**config.mk**
```make
export PLATFORM = sky130hd
export DESIGN_NAME = etsc_ctrl
export DESIGN_NICKNAME = d
export VERILOG_FILES = /design/src/logic/etsc_pkg.sv /design/src/logic/etsc_filter.sv /design/src/logic/etsc_ctrl.sv
export SDC_FILE = /design/constraint.sdc
export NUM_CORES = 1
export LEC_CHECK = 0
export BUFFER_PORTS_ARGS = -buffer_cell sky130_fd_sc_hd__buf_2
export CELL_PAD_IN_SITES_DETAIL_PLACEMENT = 1
export CELL_PAD_IN_SITES_GLOBAL_PLACEMENT = 1
export CORE_MARGIN = 3
export CORE_UTILIZATION = 47
export DETAILED_ROUTE_END_ITERATION = 10
export HOLD_SLACK_MARGIN = 0.06
export PLACE_DENSITY = 0.88
export RECOVER_POWER = 50
export SETUP_SLACK_MARGIN = 0.05
export SLEW_MARGIN = 10
export SYNTH_ARGS = -nofsm -noshare
export SYNTH_HDL_FRONTEND = slang
export SYNTH_SLANG_ARGS = --single-unit
```
**constraint.sdc**
```tcl
create_clock -name clk_i -period 2.6 [get_ports clk_i]
set_input_delay 0.26 -clock clk_i [delete_from_list [all_inputs] [get_ports clk_i]]
set_output_delay 0.26 -clock clk_i [all_outputs]
set_load 0.005 [all_outputs]
```
**src/logic/etsc_pkg.sv**
```systemverilog
// Shared constants and types of the external test start and stop control.
package etsc_pkg;

  // ****************************************************************
  // Timing.
  // ****************************************************************

  // The clock period in nanoseconds.
  localparam int ETSC_CLK_PERIOD_NS = 4;
  // The least closure time of a start or stop contact, in nanoseconds.
  localparam int ETSC_QUAL_TIME_NS = 1000000;
  // The least closure time in clock cycles, rounded up.
  localparam int ETSC_QUAL_CYCLES =
    (ETSC_QUAL_TIME_NS + ETSC_CLK_PERIOD_NS - 1) / ETSC_CLK_PERIOD_NS;
  // The width of the closure counter; it must hold ETSC_QUAL_CYCLES.
  localparam int ETSC_CNT_W = 18;

  // ****************************************************************
  // Contact inputs, one filter each.
  // ****************************************************************

  localparam int ETSC_NUM_IN = 6;
  localparam int ETSC_IN_PANEL_GO = 0;
  localparam int ETSC_IN_PANEL_HALT = 1;
  localparam int ETSC_IN_TERM_GO = 2;
  localparam int ETSC_IN_TERM_HALT = 3;
  localparam int ETSC_IN_PORT_GO = 4;
  localparam int ETSC_IN_PORT_HALT = 5;

  // ****************************************************************
  // Types.
  // ****************************************************************

  // Which party may start tests.
  typedef enum logic [1:0] {
    ETSC_SRC_FRONT,
    ETSC_SRC_TERMINAL,
    ETSC_SRC_PORT
  } etsc_source_type;

  // The test state.
  typedef enum logic [1:0] {
    ETSC_STOPPED,
    ETSC_READY,
    ETSC_RUNNING
  } etsc_state_type;

  // One qualified start and stop pulse pair of a source.
  typedef struct packed {
    logic go;
    logic halt;
  } etsc_req_type;

  // The five status lines of the rear port, first member on line one.
  typedef struct packed {
    logic ready;
    logic running;
    logic stopped;
    logic loop_open;
    logic refused;
  } etsc_status_type;

  // Reset value of the status lines: stopped only.
  localparam etsc_status_type ETSC_STATUS_RESET = 5'h04;

endpackage

```
**src/logic/etsc_filter.sv**
```systemverilog
// Contact input synchroniser and closure qualifier.
`timescale 1ns/1ps
`default_nettype none

module etsc_filter #(
  parameter int QUAL_CYCLES = etsc_pkg::ETSC_QUAL_CYCLES
) (
  input wire logic clk_i,
  input wire logic reset_i,
  input wire logic raw_i,
  output logic pulse_o
);
  import etsc_pkg::*;

  // Last count of a qualifying run.
  localparam logic [ETSC_CNT_W-1:0] LAST = ETSC_CNT_W'(QUAL_CYCLES - 1);
  // Saturation value of the checking counter.
  localparam logic [ETSC_CNT_W-1:0] SAT = '1;

  logic meta; // First synchroniser stage, read only by the next stage.
  logic sync; // Contact level in the clock domain.
  logic held; // Qualified contact level.
  logic [ETSC_CNT_W-1:0] run; // Cycles the level has differed from held.
  logic differs;
  logic done;

  assign differs = sync != held;
  assign done = differs && (run == LAST);

  // ****************************************************************
  // Synchroniser and qualifier.
  // ****************************************************************

  // A change must stand for the whole run before it is taken, so a
  // glitch shorter than the run restarts the count and is lost.
  always_ff @(posedge clk_i) begin
    if (reset_i) begin
      meta <= 1'b0;
      sync <= 1'b0;
      held <= 1'b0;
      run <= '0;
      pulse_o <= 1'b0;
    end else begin
      meta <= raw_i;
      sync <= meta;
      if (!differs) begin
        run <= '0;
      end else if (done) begin
        held <= sync;
        run <= '0;
      end else begin
        run <= run + 1'b1;
      end
      // One pulse on the asserting edge of a qualified closure.
      pulse_o <= done && sync;
    end
  end

  // ****************************************************************
  // Checks.
  // ****************************************************************

  // Counts consecutive closed cycles, for the check only.
  logic [ETSC_CNT_W-1:0] hi_run;
  always_ff @(posedge clk_i) begin
    if (reset_i) begin
      hi_run <= '0;
    end else if (!sync) begin
      hi_run <= '0;
    end else if (hi_run != SAT) begin
      hi_run <= hi_run + 1'b1;
    end
  end

  a_glitch_filtered: assert property (
    @(posedge clk_i) disable iff (reset_i)
    pulse_o |-> (int'(hi_run) >= QUAL_CYCLES))
    else $error("closure pulse after too short a contact");

  a_pulse_once: assert property (
    @(posedge clk_i) disable iff (reset_i)
    pulse_o |=> !pulse_o)
    else $error("closure pulse longer than one cycle");

endmodule

`default_nettype wire

```
**src/logic/etsc_ctrl.sv**
```systemverilog
// Test start and stop gating for panel, terminal and rear port sources.
`timescale 1ns/1ps
`default_nettype none

// Overview of operation
// - Terminal start and stop act like panel.
// - Terminal ignored unless it is the source.
// - Terminal source: only terminal starts tests.
// - Panel stop halts tests under any source.
// - Front source restores panel start and stop.
// - Rear port obeyed only when it is source.
// - Rear stop closure of 1ms gives READY.
// - Rear start closure of 1ms begins test.
// - Rear stop closure stops a running test.
// - Rear status lines show the test state.
// - Interlock on: start needs closed safety loop.
// - Interlock on: opened loop aborts running test.
// - Interlock off: safety loop is ignored.
module etsc_ctrl #(
  parameter int QUAL_CYCLES = etsc_pkg::ETSC_QUAL_CYCLES
) (
  input wire logic clk_i,
  input wire logic reset_i,
  input wire etsc_pkg::etsc_source_type control_source_i,
  input wire logic interlock_on_i,
  input wire logic panel_go_i,
  input wire logic panel_halt_i,
  input wire logic terminal_go_in_i,
  input wire logic terminal_halt_in_i,
  input wire logic port_go_i,
  input wire logic port_halt_i,
  input wire logic safety_loop_b_i,
  output logic safety_loop_a_o,
  output etsc_pkg::etsc_state_type test_state_o,
  output etsc_pkg::etsc_status_type status_o
);
  import etsc_pkg::*;

  // ****************************************************************
  // Source selection.
  // ****************************************************************

  // Picks the start and stop pulses of the selected source. An unused
  // source code starts nothing, so a bad setting cannot start a test.
  function automatic etsc_req_type pick_req(
    input etsc_source_type src,
    input etsc_req_type front,
    input etsc_req_type term,
    input etsc_req_type port
  );
    etsc_req_type sel;
    sel = '0;
    case (src)
      ETSC_SRC_FRONT: begin
        sel = front;
      end
      ETSC_SRC_TERMINAL: begin
        sel = term;
      end
      ETSC_SRC_PORT: begin
        sel = port;
      end
      default: begin
        sel = '0;
      end
    endcase
    return sel;
  endfunction

  // ****************************************************************
  // Input qualification.
  // ****************************************************************

  logic [ETSC_NUM_IN-1:0] raw_in; // Contact levels, closed is high.
  logic [ETSC_NUM_IN-1:0] closure; // One-cycle qualified closures.

  assign raw_in[ETSC_IN_PANEL_GO] = panel_go_i;
  assign raw_in[ETSC_IN_PANEL_HALT] = panel_halt_i;
  assign raw_in[ETSC_IN_TERM_GO] = terminal_go_in_i;
  assign raw_in[ETSC_IN_TERM_HALT] = terminal_halt_in_i;
  assign raw_in[ETSC_IN_PORT_GO] = port_go_i;
  assign raw_in[ETSC_IN_PORT_HALT] = port_halt_i;

  // Every contact goes through the same filter, the panel buttons too,
  // so that all sources behave alike at the cost of 1ms of latency.
  for (genvar g = 0; g < ETSC_NUM_IN; g++) begin : g_filt
    etsc_filter #(
      .QUAL_CYCLES(QUAL_CYCLES)
    ) u_filt (
      .clk_i(clk_i),
      .reset_i(reset_i),
      .raw_i(raw_in[g]),
      .pulse_o(closure[g])
    );
  end

  // The safety loop is a level; two stages bring it into the domain.
  logic loop_meta; // First stage, read only by loop_sync.
  logic loop_sync; // High while the loop is closed.

  // ****************************************************************
  // Request decoding.
  // ****************************************************************

  etsc_req_type panel_req; // Front panel buttons.
  etsc_req_type term_req; // Remote terminal contacts.
  etsc_req_type port_req; // Rear port contacts.
  etsc_req_type sel_req; // Requests of the selected source.
  logic halt_any; // Any stop that applies now.
  logic loop_ok; // The interlock allows a test.
  logic start_ok; // A start is taken this cycle.
  logic refuse_ev; // A start is refused by the interlock.
  logic abort_ev; // The interlock aborts a running test.

  assign panel_req.go = closure[ETSC_IN_PANEL_GO];
  assign panel_req.halt = closure[ETSC_IN_PANEL_HALT];
  assign term_req.go = closure[ETSC_IN_TERM_GO];
  assign term_req.halt = closure[ETSC_IN_TERM_HALT];
  assign port_req.go = closure[ETSC_IN_PORT_GO];
  assign port_req.halt = closure[ETSC_IN_PORT_HALT];

  // Terminal and port pulses pass only when their source is chosen.
  assign sel_req = pick_req(control_source_i, panel_req, term_req,
                            port_req);

  // The panel stop is always honoured, whatever the source.
  assign halt_any = sel_req.halt | panel_req.halt;

  // With the interlock off the loop level plays no part.
  assign loop_ok = !interlock_on_i || loop_sync;

  // A stop in the same cycle wins over a start.
  assign start_ok = sel_req.go && !halt_any && loop_ok;
  assign refuse_ev = sel_req.go && !halt_any && !loop_ok;
  assign abort_ev = interlock_on_i && !loop_sync;

  // ****************************************************************
  // Test state.
  // ****************************************************************

  etsc_state_type state; // Current test state.
  etsc_state_type next_state;
  etsc_status_type next_status;

  // A stop while running halts the test; a stop while stopped arms
  // READY, which is the only state in which a start is taken.
  always_comb begin
    next_state = state;
    case (state)
      ETSC_STOPPED: begin
        if (halt_any) begin
          next_state = ETSC_READY;
        end
      end
      ETSC_READY: begin
        if (start_ok) begin
          next_state = ETSC_RUNNING;
        end
      end
      ETSC_RUNNING: begin
        if (abort_ev || halt_any) begin
          next_state = ETSC_STOPPED;
        end
      end
      default: begin
        next_state = ETSC_STOPPED;
      end
    endcase
  end

  // Status lines follow the next state so they change with it.
  always_comb begin
    next_status.ready = next_state == ETSC_READY;
    next_status.running = next_state == ETSC_RUNNING;
    next_status.stopped = next_state == ETSC_STOPPED;
    next_status.loop_open = interlock_on_i && !loop_sync;
    // A refusal stands until a start is taken; a stop in READY does not clear it.
    if ((state == ETSC_READY) && refuse_ev) begin
      next_status.refused = 1'b1;
    end else if (next_state != ETSC_READY) begin
      next_status.refused = 1'b0;
    end else begin
      next_status.refused = status_o.refused;
    end
  end

  // All state and outputs; outputs come straight from these flops.
  always_ff @(posedge clk_i) begin
    if (reset_i) begin
      loop_meta <= 1'b0;
      loop_sync <= 1'b0;
      safety_loop_a_o <= 1'b0;
      state <= ETSC_STOPPED;
      test_state_o <= ETSC_STOPPED;
      status_o <= ETSC_STATUS_RESET;
    end else begin
      loop_meta <= safety_loop_b_i;
      loop_sync <= loop_meta;
      safety_loop_a_o <= 1'b1;
      state <= next_state;
      test_state_o <= next_state;
      status_o <= next_status;
    end
  end

  // ****************************************************************
  // Checks.
  // ****************************************************************

  a_terminal_start: assert property (
    @(posedge clk_i) disable iff (reset_i)
    (control_source_i == ETSC_SRC_TERMINAL) && (state == ETSC_READY)
      && term_req.go && !halt_any && loop_ok
      |=> (test_state_o == ETSC_RUNNING) && status_o.running)
    else $error("terminal start did not begin a test");

  a_terminal_ignored: assert property (
    @(posedge clk_i) disable iff (reset_i)
    (control_source_i != ETSC_SRC_TERMINAL) && (state == ETSC_READY)
      && term_req.go && !sel_req.go
      |=> test_state_o == ETSC_READY)
    else $error("terminal start taken while not the source");

  a_panel_masked: assert property (
    @(posedge clk_i) disable iff (reset_i)
    (control_source_i == ETSC_SRC_TERMINAL) && (state == ETSC_READY)
      && panel_req.go && !term_req.go
      |=> test_state_o == ETSC_READY)
    else $error("panel start taken under terminal source");

  a_panel_stop: assert property (
    @(posedge clk_i) disable iff (reset_i)
    (state == ETSC_RUNNING) && panel_req.halt
      |=> test_state_o == ETSC_STOPPED)
    else $error("panel stop did not halt the test");

  a_front_restored: assert property (
    @(posedge clk_i) disable iff (reset_i)
    (control_source_i == ETSC_SRC_FRONT) && (state == ETSC_READY)
      && panel_req.go && !panel_req.halt && loop_ok
      |=> test_state_o == ETSC_RUNNING)
    else $error("panel start ignored under front source");

  a_port_ignored: assert property (
    @(posedge clk_i) disable iff (reset_i)
    (control_source_i != ETSC_SRC_PORT) && (state == ETSC_RUNNING)
      && port_req.halt && !panel_req.halt && !sel_req.halt
      && !abort_ev
      |=> test_state_o == ETSC_RUNNING)
    else $error("rear stop taken while not the source");

  a_stop_readies: assert property (
    @(posedge clk_i) disable iff (reset_i)
    (control_source_i == ETSC_SRC_PORT) && (state == ETSC_STOPPED)
      && port_req.halt
      |=> status_o.ready ##1 !status_o.stopped)
    else $error("rear stop did not give READY");

  a_port_start: assert property (
    @(posedge clk_i) disable iff (reset_i)
    (control_source_i == ETSC_SRC_PORT) && (state == ETSC_READY)
      && port_req.go && !halt_any && loop_ok
      |=> (test_state_o == ETSC_RUNNING) && status_o.running)
    else $error("rear start did not begin a test from READY");

  a_port_stop: assert property (
    @(posedge clk_i) disable iff (reset_i)
    (control_source_i == ETSC_SRC_PORT) && (state == ETSC_RUNNING)
      && port_req.halt
      |=> status_o.stopped && !status_o.running)
    else $error("rear stop did not halt the test");

  a_status_lines: assert property (
    @(posedge clk_i) disable iff (reset_i)
    (status_o.running == (test_state_o == ETSC_RUNNING))
      && (status_o.ready == (test_state_o == ETSC_READY))
      && (status_o.stopped == (test_state_o == ETSC_STOPPED)))
    else $error("status lines disagree with the test state");

  a_lock_refuse: assert property (
    @(posedge clk_i) disable iff (reset_i)
    (state == ETSC_READY) && interlock_on_i && !loop_sync
      |=> (test_state_o != ETSC_RUNNING))
    else $error("test started with the safety loop open");

  a_lock_abort: assert property (
    @(posedge clk_i) disable iff (reset_i)
    (state == ETSC_RUNNING) && interlock_on_i && !loop_sync
      |=> (test_state_o == ETSC_STOPPED) && status_o.loop_open)
    else $error("open safety loop did not abort the test");

  a_lock_off: assert property (
    @(posedge clk_i) disable iff (reset_i)
    (state == ETSC_RUNNING) && !interlock_on_i && !halt_any
      |=> (test_state_o == ETSC_RUNNING) && !status_o.loop_open)
    else $error("safety loop acted with the interlock off");

endmodule

`default_nettype wire

```
Word level (Yosys, flattened, before mapping)
Index checks and enable logic that the tools add are counted.
{ "totals": {"reg_bits": 142, "inputBits": 12, "word_cells": 118} }
{ "classes": {"n_addsub": 6, "n_eq_ne": 19, "mux": 8, "bitwise_logic": 7, "reduce_logical": 39} }
{ "op_table": {"columns": ["operator", "count"], "rows": [
  ["18-bit by 1-bit adder with 18-bit output, second input constant", 6],
  ["18-bit == test, second input constant", 6],
  ["3-bit OR reduction", 6],
  ["1-bit logical AND", 17],
  ["2-bit one-hot mux with 3 select lines", 2],
  ["2-bit AND reduction", 6],
  ["2-bit by 1-bit == test with 1-bit output, second input constant", 3],
  ["2-bit == test, second input constant", 3],
  ["2-bit zero test", 3],
  ["2-bit 2-to-1 mux", 3],
  ["1-bit != test", 6],
  ["1-bit inverter", 6],
  ["1-bit zero test", 4],
  ["1-bit 2-to-1 mux", 3],
  ["1-bit logical OR", 2],
  ["2-bit by 1-bit != test with 1-bit output, second input constant", 1],
  ["2-bit nonzero test", 1],
  ["1-bit bitwise OR", 1]
]} }

Logic depth before layout (Yosys ltp)
Gate-level depths: netlist (run 1).
{ "depth": {"word_depth": 11, "ltp_mapped": 6, "depth_no_buf": 5} }

Hierarchy
From an unflattened synthesis (run 1), not the netlist that was laid out.
{ "unflattened": {"cells_unflattened": 673, "hier_area_um2": 6170.9} }
{ "by_module_without_submodules": {"columns": ["mod", "n_inst", "cells_per_inst", "area_per_inst_um2", "seq_area_each_um2"], "rows": [
  ["etsc_filter", 6, 106, 965.9, 440.4],
  ["etsc_ctrl", 1, 37, 375.4, 200.2]
]} }

Worst setup path before layout (run 1)
OpenSTA, ideal clock, no wires.
{ "synth_path": {"kind": "reg2reg", "startpoint": "register g_filt[1].u_filt.run[5]", "endpoint": "register g_filt[1].u_filt.run[16]", "arrival_time_ns": 1.826, "t_required_ns": 2.485, "setup_slack_ns": 0.660, "path_stages_with_launch": 6, "period_less_slack_ns": 1.940, "path_cell_list": "dfxtp_1 or4b_1 or4_4 o211ai_4 buf_6 nor2_1"} }
{ "synth_between": {"elab_chain_len": 3, "elab_cells_between_ends": 4} }
{ "synth_rtl": {"columns": ["item", "line", "text"], "rows": [
  ["start: declaration", "etsc_filter.sv:23", "logic [ETSC_CNT_W-1:0] run;"],
  ["start signal: assignment", "etsc_filter.sv:52", "run <= run + 1'b1;"],
  ["parallel branches: the longest is 3 deep, another holds 18-bit by 1-bit adder with 18-bit output", null, null]
]} }
Parallel ways; which one is timed is not known.
A chain may end at the register's enable or synchronous reset.

Worst setup path after layout (run 1)
{ "layout_path": {"startpoint": "register g_filt[1].u_filt.run[5]", "endpoint": "register g_filt[1].u_filt.run[17]"} }
The elaborated chain is that of the path after synthesis.

==> qor.yml, run 1 <==
fin_crit_sh_pct: 82.4
num_io_pins: 20
gp_congestion: 0.841
gr-max-usage-layer: "met2"
syn_area_um2: 5990
maxCapViolCount: 0
cp_slowest_cell: "or4_4"
critPathMaxStageDelay_ps: 570
cp_max_fo: 18
status: "completed"
ctsHoldBuffers: 5
antennaDiodeCount: 0
rrSetupSlack_ps: 460
ys_ff_latch: 142
use_met3_pct: 4.84
critPathLaunchType: "register"
p_sw_share_pct: 20.8
cp_cell_sequence: "or4b_1, or4_4, o211ai_4, a21oi_1"
netlist_instances: 672
num_rows: 40
syn-num-nets: 690
reg2regPathDepth: 4
final_antenna_net_count: 0
vias: 5061
required_ps: 2880
fmax_mhz: 467
p_int_mw: 3.72
avgSynthCellArea_um2: 8.92
worstSetupPathType: "register to register"
yosysUniqueCellTypes: 42
core_um2: 12300
antenna_found_initial: 0
power_density_nw_per_um2: 678
finalSetupViolations: 0
setup_tns_ps: 0
rr_endpoint: "g_filt[1].u_filt.run[17]$_SDFF_PP0_"
rsz0062_at_grt: "no"
synth_seq_area_share_pct: 47.4
n_fill_cell: 1408
viasPerCell: 5.68
drc: 0
overflow: 0
post_cts_resized: 0
fin_crit_ps: 2140
clk_pin_slew_worst_paths_ps: 60
post_cts_buffers: 0
die_h_um: 119
ir_worst_vdd_mv: 0.565
cts_buffers: 17
die_area_um2: 14100
power.leakage_nw: 2.10
fin_nets: 728
use_met1_pct: 26.6
slew_violations: 0
dpl.hpwl_um: 10000
p_seq_share_pct: 46.8
clk_latency_ps: 420
power_frac_clock_pct: 51.7
first_pass_iters: 4
cts.sink_count: 142
grt_pass1_wl_um: 26300
hp-class: "input pin to register"
synthTopCellsByArea: "dfxtp_1 (47%), xnor2_1 (11%), nor2_1 (7.5%)"
grt_pass1_vias: 5447
holdPathEnd: "g_filt[5].u_filt.meta$_SDFF_PP0_"
r2r-start: "g_filt[1].u_filt.run[5]$_SDFF_PP0_"
worstHoldStart: "port_halt_i"
combPwrFrac_pct: 1.5
wl_per_cell_um: 16.7
finalClockSkew_ps: 5.10
fin_area_um2: 6930
root_buffer: "clkbuf_16"
arrival_ps: 2420
hold_violations: 0
tritoncts: "built"
start_util_pct: 48.9
grt_max_degree: 30
fp.dieW_um: 119
grtUsageMet2_pct: 39.9
synth_top_cell_by_area: "dfxtp_1"
worst_slew_pin_slew_ps: 1390
grt_use_total_pct: 22.6
slew_headroom_pct: 7.27
drtIter0Drc: 298
switchingPower_mw: 0.980
portBuffers: 19
holdPathStages: 2
totalPowerFinal_mw: 4.70
syn_to_final_growth_pct: 15.6
cts_buffer_depth: 2
htreeDepth: 4
cp-end-kind: "register"
detail_route.wirelength_um: 14800
yosys.area.top_type_share_pct: 47.4
yosysWarnings: 0
placed_cell_area_um2: 6300
drive_gt1_share_pct: 7.75
## cells in the final DEF, fill, tap and decap left out, drive strengths merged, types with 5 or more instances in the layout
| master | netlist | final |
|---|---|---|
| inv | 24 | 25 |
| dfxtp | 142 | 142 |
| o21ai | 13 | 13 |
| nor4b | 7 | 7 |
| ha | 6 | 6 |
| nand4 | 34 | 34 |
| clkbuf | 10 | 25 |
| nor3 | 24 | 24 |
| xnor2 | 76 | 76 |
| dlygate4sd3 | 0 | 5 |
| nand3 | 39 | 39 |
| nor4 | 36 | 36 |
| or3 | 11 | 11 |
| and3 | 13 | 13 |
| nor2 | 120 | 120 |
| nand2 | 25 | 25 |
| nor2b | 15 | 15 |
| a21oi | 14 | 14 |
| xor2 | 17 | 17 |
| buf | 2 | 18 |
| or4 | 7 | 7 |
| clkinv | 0 | 7 |
## cell usage after synthesis
| cell type | number |
|---|---|
| inv_1 | 23 |
| buf_2 | 1 |
| clkbuf_1 | 10 |
| buf_6 | 1 |
| xnor2_1 | 76 |
| nand3_1 | 39 |
| and4_1 | 2 |
| o221ai_1 | 1 |
| or4_1 | 6 |
| xor2_1 | 17 |
| o41ai_1 | 1 |
| nor3_1 | 24 |
| nor4_1 | 36 |
| nor4b_1 | 7 |
| and2_1 | 2 |
| o2111a_1 | 3 |
| nand4_1 | 34 |
| or4_4 | 1 |
| mux2i_1 | 3 |
| nand4b_1 | 4 |
| o21ai_0 | 9 |
| nand3b_1 | 3 |
| nor2b_1 | 15 |
| and3b_1 | 2 |
| a31o_2 | 1 |
| mux2_2 | 1 |
| or4b_1 | 1 |
| ha_1 | 6 |
| inv_2 | 1 |
| o21ai_1 | 4 |
| or3_1 | 11 |
| o211ai_4 | 1 |
| nor3b_1 | 2 |
| nand2b_1 | 1 |
| o211ai_1 | 3 |
| o31ai_1 | 4 |
| dfxtp_1 | 142 |
| and3_1 | 13 |
| nor2_1 | 120 |
| a21oi_1 | 14 |
| or2_2 | 2 |
| nand2_1 | 25 |
## power groups by stage
stage          clock, mW  combinational (mW)  sequential (mW)
5_1_grt             2.59              0.0769             2.20
4_1_cts             2.49              0.0706             2.20
3_3_place_gp           0              0.0616             2.25
3_5_place_dp           0              0.0641             2.25
6_report            2.43              0.0685             2.20
2_1_floorplan          0              0.0380             2.24
## sequential cells by signal, summed over array words and instances (netlist names), 2 cells and up
register	cells
g_filt.u_filt.run	108
g_filt.u_filt.held	6
g_filt.u_filt.meta	6
g_filt.u_filt.pulse_o	6
g_filt.u_filt.sync	6
status_o	5
state	2
## area by class of cell
type                       instances  area [µm²]  area share (%)
multi-input combinational        494        3010            43.4
sequential                       142        2840            41.0
clock buffer                      17         425            6.14
tap                              168         210            3.03
timing repair buffer              31         180            2.60
clock inverter                    15         171            2.47
inverter                          24        90.1            1.30
## per-layer routing
| layer | up-vias | routed length [µm] |
|---|---|---|
| met1 | 2501 | 6530 |
| met5 | - | 0 |
| met3 | 29 | 437 |
| met4 | 0 | 284 |
| met2 | 93 | 7590 |
| li1 | 2438 | - |
## metrics by stage
step / cells / setup slack, ps / hold slack, ps / utilization [%]
global placement: 854 / 533 / 421 / 51.4
CTS: 891 / 446 / 88.7 / 56.6
global route: 891 / 248 / 95.6 / 56.5
floorplan: 672 / 660 / 388 / -
detailed placement: 854 / 480 / 428 / 51.4
finish: 891 / 456 / 108 / 56.5
## worst max-delay path by stage
stage	endpoint	start	depth (start not counted)	slack [ps]
2_1_floorplan	g_filt[1].u_filt.run[16]$_SDFF_PP0_	g_filt[1].u_filt.run[5]$_SDFF_PP0_	5	660
3_3_place_gp	g_filt[1].u_filt.run[15]$_SDFF_PP0_	g_filt[1].u_filt.run[5]$_SDFF_PP0_	4	530
3_5_place_dp	g_filt[1].u_filt.run[3]$_SDFF_PP0_	g_filt[1].u_filt.run[5]$_SDFF_PP0_	4	480
4_1_cts	g_filt[1].u_filt.run[17]$_SDFF_PP0_	g_filt[1].u_filt.run[5]$_SDFF_PP0_	4	450
5_1_grt	g_filt[5].u_filt.run[12]$_SDFF_PP0_	reset_i	5	250
6_report	g_filt[1].u_filt.run[17]$_SDFF_PP0_	g_filt[1].u_filt.run[5]$_SDFF_PP0_	4	460
## worst max-delay path, delay by kind of cell (launching register included)
family | cells | cell delay (ps)
and+or+nand+nor | 2 | 1080
AOI/OAI and AO/OA | 2 | 570
DFF | 1 | 350
## cells by family (layout without fill, tap and decap cells)
family	after synthesis	in the layout	share of synthesized area, %
fa+ha+maj	6	6	1.25
mux	4	4	0.689
xor+xnor	93	93	13.6
compound gates	41	41	4.49
simple gates	350	350	30.2
flops	142	142	47.4
buf+inv	36	87	2.40
Note: power is estimated with default switching activity, not from simulation.
==> run 2: changes to the inputs <==
Clock period 2.6 ns to 2.2 ns, I/O delays scaled along.
==> run 2 against run 1 <==
Total power is 19% higher. Global-route usage is 0.22 points lower. Wire length is 1.3% higher. Sequential share of layout area is 0.44 points lower. Clock power is 20% higher. Final cell count is 1.0% higher. Flip-flop and latch count stayed put. Critical path type unchanged.
==> qor.yml, run 2 (same netlist as run 1, synthesis figures left out) <==
num_io_pins: 20
required_ps: 2550
num_rows: 40
first_pass_iters: 4
detail_route.wirelength_um: 15000
fmax_mhz: 489
finalClockSkew_ps: 5.49
core_um2: 12300
critPathMaxStageDelay_ps: 470
fp.dieW_um: 119
worst_slew_pin_slew_ps: 925
drtIter0Drc: 203
largest_register_ffs: 108
ir_worst_vdd_mv: 0.591
cts.sink_count: 142
worst-path-buf-inv: 0
die_h_um: 119
die_area_um2: 14100
antennaDiodeCount: 0
overflow: 0
cp_cell_sequence: "ha_1, nand4_1, or3_1, or4_1, a21oi_1"
slew_headroom_pct: 38.3
critPathLaunchType: "register"
rrSetupSlack_ps: 150
fin_crit_sh_pct: 93.0
status: "completed"
viasPerCell: 5.66
antenna_found_initial: 0
cp_slowest_cell: "or4_1"
htreeDepth: 4
clk_pin_slew_worst_paths_ps: 60
totalPowerFinal_mw: 5.60
cts_buffers: 17
rsz0062_at_grt: "no"
top_register: "g_filt.u_filt.run"
slew_violations: 0
grt_pass1_wl_um: 25900
post_cts_buffers: 0
power.leakage_nw: 2.12
grt_pass1_vias: 5356
cts_buffer_depth: 2
syn_to_final_growth_pct: 16.8
start_util_pct: 48.9
cp_max_fo: 5
grt_use_total_pct: 22.3
hp-class: "input pin to register"
dpl.hpwl_um: 10000
final_cell_mix: "dfxtp_1 (142), nor2_1 (120), xnor2_1 (76), nand3_1 (39), nor4_1 (36)"
final_common_cell: "dfxtp_1"
setup_tns_ps: 0
arrival_ps: 2400
finalSetupViolations: 0
fin_nets: 737
tritoncts: "built"
final_antenna_net_count: 0
final_util_pct: 57.1
fin_crit_ps: 2050
grt_max_degree: 20
root_buffer: "clkbuf_16"
maxCapViolCount: 0
gp_congestion: 0.804
critPathTopFamily: "simple AND/OR/NAND/NOR gates"
portBuffers: 19
clk_latency_ps: 420
hold_violations: 0
drc: 0
worstSetupPathType: "register to register"
cp-end-kind: "register"
wl_per_cell_um: 16.7
drive_gt1_share_pct: 7.79
vias: 5092
power_density_nw_per_um2: 800
-- run 2: cell count changes in the layout (fill, tap and decap cells not counted), moves of 2 or more --
cell | previous run | this run
buf_2 | 14 | 12
buf_4 | 4 | 7
clkinv_2 | 5 | 1
clkinvlp_4 | 4 | 6
clkbuf_1 | 8 | 14
dlygate4sd3_1 | 5 | 7
-- run 2: final timing paths --
check	end	cells past startpoint	from
worst max-delay path	g_filt[4].u_filt.run[16]$_SDFF_PP0_	5	g_filt[4].u_filt.run[0]$_SDFF_PP0_
worst max register to register	g_filt[4].u_filt.run[16]$_SDFF_PP0_	5	g_filt[4].u_filt.run[0]$_SDFF_PP0_
worst min-delay path	status_o[1]$_SDFF_PP0_	3	interlock_on_i
worst min register to register	g_filt[1].u_filt.sync$_SDFF_PP0_	1	g_filt[1].u_filt.meta$_SDFF_PP0_
-- run 2: routing by layer --
layer | vias up | global-route usage [%] | wire length, µm
li1 | 2457 | - | -
met1 | 2518 | 26.0 | 6590
met2 | 93 | 39.4 | 7710
met3 | 24 | 5.03 | 453
met4 | 0 | 9.63 | 283
met5 | - | 0 | 0
-- run 2: stage by stage --
step | instances | setup WS [ps] | hold WS (ps) | area [µm²]
after floorplan | 672 | 260 | 348 | 5990
final | 900 | 155 | 309 | 7000
after CTS | 900 | 157 | 215 | 7030
after global routing | 900 | 50.2 | 320 | 7000
after detailed placement | 861 | 235 | 433 | 6360
after global placement | 861 | 280 | 430 | 6360
-- run 2: tightest hold or removal path: stages --
cell and delay [ps]:
buf_2 100, nor2b_1 190, and2_1 180
-- run 2: where the power goes --
group / switching, mW / internal (mW) / total [mW] / leakage (nW)
registers: 0.00983 / 2.59 / 2.60 / 1.15
clock network: 1.13 / 1.78 / 2.92 / 0.272
logic: 0.0517 / 0.0362 / 0.0879 / 0.699
-- run 2: layout make-up --
cell class,instances,area (µm²)
flip-flops and latches,142,2840
clock buffers,19,433
fillers,1438,5260
clock inverters,13,166
inverters,24,90.1
well taps,168,210
multi-input cells,494,3010
repair buffers,40,253
-- run 2: what timing repair did --
| action | in CTS | in global routing |
|---|---|---|
| hold buffers | 7 | 0 |
| resized for setup | 0 | 0 |
| hold endpoints to repair | 7 | 0 |
==> run 3: changes to the inputs <==
Settings changed: BUFFER_PORTS_ARGS -buffer_cell sky130_fd_sc_hd__buf_2 to default, CORE_MARGIN 3 to 1, CORE_UTILIZATION 47 to 49, DONT_BUFFER_PORTS from default to 1, PLACE_DENSITY 0.88 to 0.89.
==> run 3 against run 2 <==
Register-to-register slack about the same. Critical path depth is the same. Sequential power about the same. Clock skew up 1.4 ps. Global-route usage grew 2.6 points. Count of clock-buffer cells in the layout increased by 2. Final cell count fell by 4.6%. Fmax is 0.27% higher. Final area decreased by 1.2%. Non-clock buffer count is 20 lower. Clock power is 3% higher. Utilization grew 0.72 points. Critical path type unchanged. Critical endpoint is now g_filt[1].u_filt.run[12]$_SDFF_PP0_. Largest cell class unchanged.
==> qor.yml, run 3 (same netlist as run 1, synthesis figures left out) <==
core_um2: 12000
maxCapViolCount: 0
first_pass_iters: 4
antennaDiodeCount: 0
n_fill_cell: 1365
p_seq_share_pct: 45.6
dpl.hpwl_um: 9790
arrival_ps: 2340
combPwrFrac_pct: 1.3
start_util_pct: 50.1
tritoncts: "built"
antenna_found_initial: 0
hold_violations: 0
fin_crit_sh_pct: 92.7
portBuffers: 0
rsz0062_at_grt: "no"
grt_max_degree: 30
detail_route.wirelength_um: 14800
final_cell_mix: "dfxtp_1 (142), nor2_1 (120), xnor2_1 (76), nand3_1 (39), nor4_1 (36)"
multi_input_area_um2: 3010
root_buffer: "clkbuf_16"
final_antenna_net_count: 0
rr_endpoint: "g_filt[1].u_filt.run[12]$_SDFF_PP0_"
dp.cells: 819
critPathLaunchType: "register"
final-instance-count-excl-fill: 859
fmax_mhz: 490
power_density_nw_per_um2: 824
timing.final.ws_setup_ps: 160
cts_buffer_depth: 2
slew_violations: 0
register_area_um2: 2840
drtIter0Drc: 232
worstSetupPathType: "register to register"
largest_register_ffs: 108
power_frac_clock_pct: 53.1
required_ps: 2500
cts.sink_count: 142
top_register: "g_filt.u_filt.run"
gp_congestion: 0.801
totalPowerFinal_mw: 5.70
fin_crit_ps: 2040
pre_cts_ws_ps: 213
finalSetupViolations: 0
wl_per_cell_um: 17.3
rrSetupSlack_ps: 160
syn_to_final_growth_pct: 15.4
power.leakage_nw: 2.10
hold_slack_ps: 279
grt_pass1_vias: 5134
p_int_mw: 4.57
viasPerCell: 5.72
clk_latency_ps: 420
num_io_pins: 20
fin_nets: 717
slew_headroom_pct: 10.1
cp_max_fo: 18
worst_slew_pin_slew_ps: 1350
worstHoldStart: "control_source_i[0]"
ir_worst_vdd_mv: 0.940
cp-end-kind: "register"
p_sw_share_pct: 19.9
setup_tns_ps: 0
die_area_um2: 12700
cts_buffers: 17
reg2regPathDepth: 5
die_h_um: 113
htreeDepth: 4
clk_pin_slew_worst_paths_ps: 60
drc: 0
r2r-start: "g_filt[1].u_filt.run[12]$_SDFF_PP0_"
grt_use_total_pct: 24.9
fp.dieW_um: 113
vias: 4914
status: "completed"
final_common_cell: "dfxtp_1"
drive_gt1_share_pct: 6.88
grt_pass1_wl_um: 24900
overflow: 0
switchingPower_mw: 1.13
holdPathStages: 3
hp-class: "input pin to register"
holdPathEnd: "status_o[4]$_SDFF_PP0_"
finalClockSkew_ps: 6.86
num_rows: 40
run 3: cell count changes in the layout (fill, tap and decap cells not counted), moves of 2 or more:
cell and change:
clkbuf_8 +2, buf_2 -12, clkbuf_1 -11, clkinvlp_4 -4, clkbuf_2 +2, clkinv_2 +3
run 3: timing repair:
| item | CTS | global route |
|---|---|---|
| setup buffers | 0 | 0 |
| resized for setup | 0 | 1 |
| hold endpoints to repair | 31 | 0 |
| endpoints found under the setup margin | 0 | 18 |
| hold buffers | 8 | 0 |
run 3: routing by layer:
layer / wire length (µm) / track usage [%]
met1: 6470 / 28.3
met2: 7650 / 44.6
met3: 411 / 6.75
met4: 287 / 8.98
met5: 0 / 0
run 3: power groups by stage:
| stage | clock, mW | combinational, mW | sequential [mW] |
|---|---|---|---|
| after global placement | 0 | 0.0522 | 2.66 |
| after detailed placement | 0 | 0.0567 | 2.66 |
| final | 3.02 | 0.0756 | 2.60 |
| after CTS | 3.06 | 0.0773 | 2.60 |
| after floorplan | 0 | 0.0449 | 2.65 |
| after global routing | 3.18 | 0.0829 | 2.60 |
run 3: worst max-delay path: stages (launching register included):
cell,delay (ps)
dfxtp_1,400
or4b_1,470
or4_4,570
o211ai_4,210
buf_12,180
nor2_1,80
run 3: worst max-delay path by stage:
stage          cells after the start                                   to                                start
4_1_cts                            5   g_filt[5].u_filt.run[7]$_SDFF_PP0_                              reset_i
3_3_place_gp                       5  g_filt[1].u_filt.run[15]$_SDFF_PP0_   g_filt[1].u_filt.run[5]$_SDFF_PP0_
5_1_grt                            5  g_filt[1].u_filt.run[12]$_SDFF_PP0_   g_filt[1].u_filt.run[0]$_SDFF_PP0_
3_5_place_dp                       5  g_filt[1].u_filt.run[12]$_SDFF_PP0_   g_filt[1].u_filt.run[5]$_SDFF_PP0_
6_report                           5  g_filt[1].u_filt.run[12]$_SDFF_PP0_  g_filt[1].u_filt.run[12]$_SDFF_PP0_
2_1_floorplan                      5  g_filt[1].u_filt.run[16]$_SDFF_PP0_   g_filt[1].u_filt.run[5]$_SDFF_PP0_
run 3: final cells by class:
type	instances	area share [%]
clock inverter	11	2.37
tap	147	2.66
sequential	142	41.1
inverter	24	1.30
timing repair buffer	20	2.44
clock buffer	21	6.66
multi-input combinational	494	43.5
run 3: metrics by stage:
| stage | instance area, µm² | util [%] |
|---|---|---|
| floorplan | 5990 | - |
| global placement | 6230 | 52.1 |
| detailed placement | 6230 | 52.1 |
| CTS | 6930 | 57.9 |
| global route | 6920 | 57.8 |
| finish | 6920 | 57.8 |
